===== src/scs_pkg.sv =====
package scs_pkg;
    // ======================================================
    // Register map of the controller (APB, byte addresses)
    localparam logic [7:0] CTRL_OFFSET = 8'h00;
    localparam logic [7:0] ADDR_OFFSET = 8'h04;
    localparam logic [7:0] WDATA_OFFSET = 8'h08;
    localparam logic [7:0] RDATA_OFFSET = 8'h0c;
    localparam logic [7:0] STATUS_OFFSET = 8'h10;
    // ======================================================
    // Control fields
    localparam int CTRL_GO_BIT = 0;
    localparam int CTRL_WRITE_BIT = 1;
    localparam int CTRL_STB_MODE_LSB = 4;
    // Strobe modes
    localparam logic [1:0] STB_MODE_JUMPER = 2'h0;
    localparam logic [1:0] STB_MODE_AFTER_ACK = 2'h1;
    localparam logic [1:0] STB_MODE_TIED_LOW = 2'h2;
    localparam logic [31:0] CTRL_RESET = 32'h0000_0000;
    // Status fields
    localparam int STATUS_BUSY_BIT = 0;
    localparam int STATUS_DONE_BIT = 1;
    localparam int STATUS_NOACK_BIT = 2;
    // ======================================================
    // Widths
    localparam int ADDR_W = 15;
    localparam int DATA_W = 10;
    // ======================================================
    // Timing, the slowest card variant
    localparam int CLK_MHZ = 10;
    localparam int EN_MIN_NS = 600;
    localparam int HOLD_MIN_NS = 600;
    localparam int STB_LEAD_NS = 100;
    localparam int ACK_WAIT_NS = 2000;
    localparam int EN_CYC = (EN_MIN_NS * CLK_MHZ + 999) / 1000;
    localparam int HOLD_CYC = (HOLD_MIN_NS * CLK_MHZ + 999) / 1000;
    localparam int STB_CYC = (STB_LEAD_NS * CLK_MHZ + 999) / 1000;
    localparam int ACK_CYC = (ACK_WAIT_NS * CLK_MHZ) / 1000;
    localparam logic [7:0] EN_CNT = 8'(EN_CYC);
    localparam logic [7:0] HOLD_CNT = 8'(HOLD_CYC);
    localparam logic [7:0] STB_CNT = 8'(STB_CYC);
    localparam logic [7:0] ACK_CNT = 8'(ACK_CYC);
    // ======================================================
    // Card-side pin group driven by the controller
    typedef struct packed {
        logic enable;
        logic write_level;
        logic strobe_n;
        logic [ADDR_W-1:0] addr;
        logic [DATA_W-1:0] wdata;
    } scs_card_out_s;
    typedef enum logic [2:0] {
        ST_IDLE = 3'b000,
        ST_SETUP = 3'b001,
        ST_WAIT_ACK = 3'b010,
        ST_ACCESS = 3'b011,
        ST_HOLD = 3'b100
    } scs_state_e;
endpackage : scs_pkg


===== src/scs_host.sv =====
// Summary of operation
// - Jumpered ack strobes data once selected
// - Host strobe only after seeing ack
// - Strobe tied low keeps output enabled
// - Integrator grounds jumpers to set range
// - Distinct ranges, one card drives
// - Enable held low through power-up
// - Read/write low reads, high writes
//
// Added by the designer: the APB interface to the registers and the register offsets.
`timescale 1ns/1ps
`default_nettype none
module scs_host (
    // Clock and reset
    input wire logic i_sys_clk,
    input wire logic i_resetn,
    // APB slave
    input wire logic i_psel,
    input wire logic i_penable,
    input wire logic i_pwrite,
    input wire logic [7:0] i_paddr,
    input wire logic [31:0] i_pwdata,
    output logic [31:0] o_prdata,
    output logic o_pready,
    output logic o_pslverr,
    // Card pins
    output logic o_card_enable,
    output logic o_card_write,
    output logic o_output_strobe_n,
    output logic [14:0] o_card_addr,
    output logic [9:0] o_card_wdata,
    input wire logic i_card_selected_ack_n,
    input wire logic [9:0] i_read_data_out
);
    // ======================================================
    // Registers
    // Software view: control word, the operands of the next card cycle and the last read word
    logic [31:0] ctrl; // Go bit always reads back as zero
    logic [14:0] addr; // Card address, upper three bits pick the range
    logic [9:0] wdata; // Word for the next write cycle
    logic [9:0] rdata; // Word captured by the last read cycle
    // Sticky results, cleared once software has seen them
    logic done;
    logic noack;
    // Sequencer state and the one counter that all waits share
    scs_pkg::scs_state_e state;
    logic [7:0] cnt;
    // Every card pin comes from this register, so no pin can glitch
    scs_pkg::scs_card_out_s pins;
    // Read data registered in the setup cycle
    logic [31:0] prdata;
    // ======================================================
    // Bus decode
    // The access phase is the only edge at which a transfer takes effect
    wire access_w = i_psel && i_penable;
    wire wr_w = access_w && i_pwrite;
    // One hit per register
    wire hit_ctrl = i_paddr == scs_pkg::CTRL_OFFSET;
    wire hit_addr = i_paddr == scs_pkg::ADDR_OFFSET;
    wire hit_wdata = i_paddr == scs_pkg::WDATA_OFFSET;
    wire hit_rdata = i_paddr == scs_pkg::RDATA_OFFSET;
    wire hit_status = i_paddr == scs_pkg::STATUS_OFFSET;
    wire mapped = hit_ctrl | hit_addr | hit_wdata | hit_rdata | hit_status;
    // A start is only taken while the sequencer is idle
    wire busy = state != scs_pkg::ST_IDLE;
    wire go = wr_w && hit_ctrl && i_pwdata[scs_pkg::CTRL_GO_BIT] && !busy;
    // Fields of the stored control word steer the running cycle
    wire [1:0] stb_mode = ctrl[scs_pkg::CTRL_STB_MODE_LSB +: 2];
    wire is_write = ctrl[scs_pkg::CTRL_WRITE_BIT];
    wire ack_seen = !i_card_selected_ack_n;
    // Read-back words
    wire [31:0] status_w = {29'h0, noack, done, busy};
    wire [31:0] next_prdata = hit_ctrl ? ctrl : hit_addr ? {17'h0, addr} : hit_wdata ? {22'h0, wdata}
        : hit_rdata ? {22'h0, rdata} : hit_status ? status_w : 32'h0;
    // Outputs, each straight from a register except pready, which is tied high
    assign o_prdata = prdata;
    assign o_pready = 1'b1;
    assign o_card_enable = pins.enable;
    assign o_card_write = pins.write_level;
    assign o_output_strobe_n = pins.strobe_n;
    assign o_card_addr = pins.addr;
    assign o_card_wdata = pins.wdata;
    // Read data registered at setup so it is stable in the access phase
    // Unmapped addresses read zero and raise the error in the access phase
    always_ff @(posedge i_sys_clk) begin
        if (!i_resetn) begin
            prdata <= 32'h0;
            o_pslverr <= 1'b0;
        end else begin
            prdata <= next_prdata;
            o_pslverr <= i_psel && !i_penable && !mapped;
        end
    end
    // Software registers; busy blocks changes to a cycle in flight
    always_ff @(posedge i_sys_clk) begin
        if (!i_resetn) begin
            ctrl <= scs_pkg::CTRL_RESET;
            addr <= 15'h0;
            wdata <= 10'h0;
        end else if (wr_w && !busy) begin
            // Go is stored as zero so a start never repeats by itself
            if (hit_ctrl) ctrl <= {i_pwdata[31:1], 1'b0};
            if (hit_addr) addr <= i_pwdata[14:0];
            if (hit_wdata) wdata <= i_pwdata[9:0];
        end
    end
    // ======================================================
    // Card cycle sequencer; enable stays low from reset
    always_ff @(posedge i_sys_clk) begin
        if (!i_resetn) begin
            state <= scs_pkg::ST_IDLE;
            cnt <= 8'h0;
            pins <= '{enable: 1'b0, write_level: 1'b0, strobe_n: 1'b1, addr: 15'h0, wdata: 10'h0};
            rdata <= 10'h0;
            done <= 1'b0;
            noack <= 1'b0;
        end else begin
            // A status read clears only the flags that its word reported;
            // a flag set at the setup edge was not in the word and survives
            // Later assignments below win, so a set in this cycle stays
            if (access_w && !i_pwrite && hit_status) begin
                if (prdata[scs_pkg::STATUS_DONE_BIT]) done <= 1'b0;
                if (prdata[scs_pkg::STATUS_NOACK_BIT]) noack <= 1'b0;
            end
            unique case (state)
                scs_pkg::ST_IDLE: begin
                    // Latch the operands and the strobe level of the chosen mode
                    if (go) begin
                        pins.addr <= addr;
                        pins.wdata <= wdata;
                        pins.write_level <= i_pwdata[scs_pkg::CTRL_WRITE_BIT];
                        pins.strobe_n <= !(i_pwdata[scs_pkg::CTRL_STB_MODE_LSB +: 2] == scs_pkg::STB_MODE_TIED_LOW);
                        done <= 1'b0;
                        noack <= 1'b0;
                        state <= scs_pkg::ST_SETUP;
                    end
                end
                scs_pkg::ST_SETUP: begin
                    // Address and direction settle one cycle before enable
                    pins.enable <= 1'b1;
                    cnt <= 8'h0;
                    state <= scs_pkg::ST_WAIT_ACK;
                end
                scs_pkg::ST_WAIT_ACK: begin
                    // Count the wait; a card that never answers is given up
                    cnt <= cnt + 8'h1;
                    if (ack_seen) begin
                        // Host strobe only after ack seen
                        if (stb_mode == scs_pkg::STB_MODE_AFTER_ACK && !is_write) pins.strobe_n <= 1'b0;
                        cnt <= 8'h0;
                        state <= scs_pkg::ST_ACCESS;
                    end else if (cnt >= scs_pkg::ACK_CNT) begin
                        // No card claims the range: give up
                        noack <= 1'b1;
                        pins.enable <= 1'b0;
                        // A tied-low strobe must not outlive the cycle
                        pins.strobe_n <= 1'b1;
                        cnt <= 8'h0;
                        state <= scs_pkg::ST_HOLD;
                    end
                end
                scs_pkg::ST_ACCESS: begin
                    cnt <= cnt + 8'h1;
                    // Enable minimum width and strobe lead time both met
                    if (cnt >= scs_pkg::EN_CNT && cnt >= scs_pkg::STB_CNT) begin
                        // Read data is taken while the strobe still stands
                        if (!is_write) rdata <= i_read_data_out;
                        pins.enable <= 1'b0;
                        pins.strobe_n <= 1'b1;
                        cnt <= 8'h0;
                        state <= scs_pkg::ST_HOLD;
                    end
                end
                scs_pkg::ST_HOLD: begin
                    // Address, direction and data held after enable falls
                    cnt <= cnt + 8'h1;
                    if (cnt >= scs_pkg::HOLD_CNT) begin
                        done <= 1'b1;
                        state <= scs_pkg::ST_IDLE;
                    end
                end
                // Unused codes return to idle
                default: state <= scs_pkg::ST_IDLE;
            endcase
        end
    end
endmodule : scs_host
`default_nettype wire


===== config.mk =====
export PLATFORM = sky130hd
export DESIGN_NAME = scs_host
export DESIGN_NICKNAME = d
export VERILOG_FILES = /design/src/scs_pkg.sv /design/src/scs_host.sv
export SDC_FILE = /design/constraint.sdc
export NUM_CORES = 1
export LEC_CHECK = 0
export BUFFER_PORTS_ARGS = -buffer_cell sky130_fd_sc_hd__buf_2
export CORE_ASPECT_RATIO = 1.5
export CORE_UTILIZATION = 50
export CTS_BUF_LIST = sky130_fd_sc_hd__clkbuf_8
export DETAILED_ROUTE_END_ITERATION = 7
export PLACE_DENSITY = 0.76
export SLEW_MARGIN = 20
export SYNTH_ARGS = -nofsm -noshare
export SYNTH_HDL_FRONTEND = slang
export SYNTH_SLANG_ARGS = --single-unit
export TNS_END_PERCENT = 30

===== constraint.sdc =====
create_clock -name i_sys_clk -period 4.1 [get_ports i_sys_clk]
set_input_delay 0.41 -clock i_sys_clk [delete_from_list [all_inputs] [get_ports i_sys_clk]]
set_output_delay 0.41 -clock i_sys_clk [all_outputs]
set_load 0.01 [all_outputs]

==> reports/qor.yml <==
pwr:
  comb_power_share_pct: 6.4
  ir_drop_mv: 0.261
  p_sw_mw: 0.625
  finalPower_mw: 2.76
  seq_power_share_pct: 50.3
  pwr-share-clk_pct: 43.4
  p_sw_share_pct: 22.7
  cellPowerDensity_nw_per_um2: 409
  internal-power_mw: 2.14
  p_leak_nw: 2.62
placed_design:
  placed_cell_area_um2: 6320
  place.gp.congestion: 0.863
  placedCellCount: 831
  post-place-ws_ns: 1.43
  port_buffers: 116
  detailed_place_hpwl_um: 9130
logic_synthesis:
  synth-main-ff-cell: "dfxtp_1"
  synth_edf_count: 0
  syn_inst: 602
  ys_warn_count: 0
  ys_types: 52
  async_flop_share_pct: 0
  postSynthAreaPerCell_um2: 9.53
  syn_area_um2: 5740
  ys_ff_latch: 140
  syn-num-nets: 660
  ys_seq_area_share_pct: 48.9
min_path:
  hold_depth: 2
  holdCritPathClass: "input pin to register"
worst_setup_path:
  crit_type: "register to register"
  critical_path_cell_count: 6
  critPathTopFamily: "simple AND/OR/NAND/NOR gates"
  cp_slowest_stage_delay_ns: 0.67
  critical_path_buf_inv_count: 1
  cp_cell_sequence: "and4b_1 > nand2_4 > nor2_2 > buf_4 > nand2_1 > a21boi_0"
  worstPathRequired_ns: 4.46
  worstPathMaxFanout: 20
  cp-start-kind: "register"
  cp-end-kind: "register"
  slowest_stage: "nor2_2"
  worstPathArrival_ns: 2.69
  rr_worst_depth: 6
finish:
  final_cells: 863
  seqCellArea_um2: 2800
  layout-drive-gt1-share_pct: 23.9
  layout.nets: 761
  multiInputGateArea_um2: 2710
  mostFrequentLayoutCells: "dfxtp_1, nand2_1, buf_2"
  fill_cells: 928
  layout_commonest_cell: "dfxtp_1"
  syn_to_final_growth_pct: 17.8
  fin_util_pct: 60.8
  antenna_cells: 0
  stdcell_area_um2: 6760
sta:
  max_freq_mhz: 429
  post-route-min-period_ns: 2.33
  relSlewSlack_pct: 34.0
  whs_ns: 0.173
  finalHoldViolations: 0
  rsz0062_at_grt: "false"
  slew_violations: 0
  fin_crit_sh_pct: 56.9
  tightest_slew_ns: 0.983
  setup_slack_ns: 1.77
  finalSetupViolations: 0
  finClkSkew_ns: 0.00769
  final.setup.tns_ns: 0
clock_tree:
  insertion_delay_ns: 0.44
  cts_resized: 0
  clkSinkCount: 140
  path_clk_slew_ns: 0.08
  cts_buffers: 17
  cts_setup_buffers: 0
  h-tree-depth: 4
  postCtsHoldBufs: 0
  cts_tree: "built"
  cts_root_buf: "clkbuf_8"
  cts_buffer_depth: 2
global_route:
  grtUsageTotal_pct: 23.2
  grt_max_degree: 59
  antenna_found_initial: 0
  grt_pass1_vias: 4452
  grt-ovfl-total: 0
  grt_first_pass_wirelength_um: 21200
floorplan:
  boundaryPins: 118
  die_y_um: 133
  std_cell_rows: 47
  start_util_pct: 51.6
  die_x_um: 89.5
  core_area_um2: 11100
  die-area_um2: 11900
routing:
  drt-total-wl_um: 13000
  drt_pass1_iterations: 5
  routed_via_density: 5.25
  drt_iter0_drc: 270
  drc_errors: 0
  wl_per_cell_um: 15.0
  vias: 4531
  ant_nets: 0
run_status:
  status: "finished, final reports clean"
flow_run:
  cap_violations: 0
-- cell usage after synthesis, drive strengths merged, types with 5 or more instances --
library cell	number	area share, %
o21ai	7	0.61
and3	8	0.87
dfxtp	140	49
nand3	5	0.44
nor2	21	1.8
nand2b	9	0.98
buf	22	2.6
a22oi	7	0.92
nor2b	50	5.5
mux2i	38	6.6
nand2	132	8.8
mux4	7	2.7
nor3	5	0.81
clkbuf	16	1.0
a21oi	8	0.76
and2	20	2.2
a21boi	58	7.6
-- worst register-to-register path, stage by stage (launching register included) --
cell	delay, ns
dfxtp_1	0.41
and4b_1	0.49
nand2_4	0.13
nor2_2	0.67
buf_4	0.32
nand2_1	0.08
a21boi_0	0.17
-- flip-flops by register name (all words and copies together) (netlist names) --
register / flops
o_card_enable: 1
ctrl: 31
o_prdata: 32
o_card_addr: 15
done: 1
addr: 15
o_card_write: 1
wdata: 10
noack: 1
o_card_wdata: 10
cnt: 8
state: 3
rdata: 10
o_pslverr: 1
o_output_strobe_n: 1
-- path summary, 6_finish.rpt --
kind	to	slack, ns	from
worst max-delay path	ctrl[19]	1.77	state[2]
worst min-delay path	o_pslverr	0.17	i_penable
worst max register to register	ctrl[19]	1.77	state[2]
worst min register to register	o_prdata[30]	0.46	ctrl[30]
-- routing by layer --
| layer | global-route usage, % | share of wire (%) | vias up |
|---|---|---|---|
| met5 | 0 | 0 | - |
| met4 | 10.4 | 2.6 | 0 |
| met3 | 5.33 | 5.4 | 25 |
| met2 | 39.4 | 51 | 142 |
| met1 | 27.4 | 41 | 2138 |
| li1 | - | - | 2226 |
-- logic make-up after synthesis --
| logic type | Yosys count | share of synthesized area (%) |
|---|---|---|
| simple gates | 264 | 23.5 |
| flops | 140 | 48.9 |
| compound gates | 102 | 12.8 |
| mux | 47 | 9.77 |
| buf+inv | 42 | 3.93 |
| xor+xnor | 4 | 0.611 |
| fa+ha+maj | 2 | 0.436 |
| other cells | 1 | 0.0654 |
-- area by class of cell --
cell class	instances	share of cell area, %
flip-flops and latches	140	41.5
clock inverters	13	2.56
multi-input cells	420	40.1
repair buffers	120	9.04
clock buffers	19	3.87
inverters	4	0.222
well taps	147	2.72
-- power groups by stage --
stage / Clock (mW) / Sequential [mW] / Combinational (mW)
floorplan: 0 / 1.41 / 0.120
global placement: 0 / 1.42 / 0.168
detailed placement: 0 / 1.42 / 0.174
CTS: 1.22 / 1.39 / 0.176
global route: 1.28 / 1.39 / 0.193
finish: 1.20 / 1.39 / 0.175
Note: power is estimated with default switching activity, not from simulation.
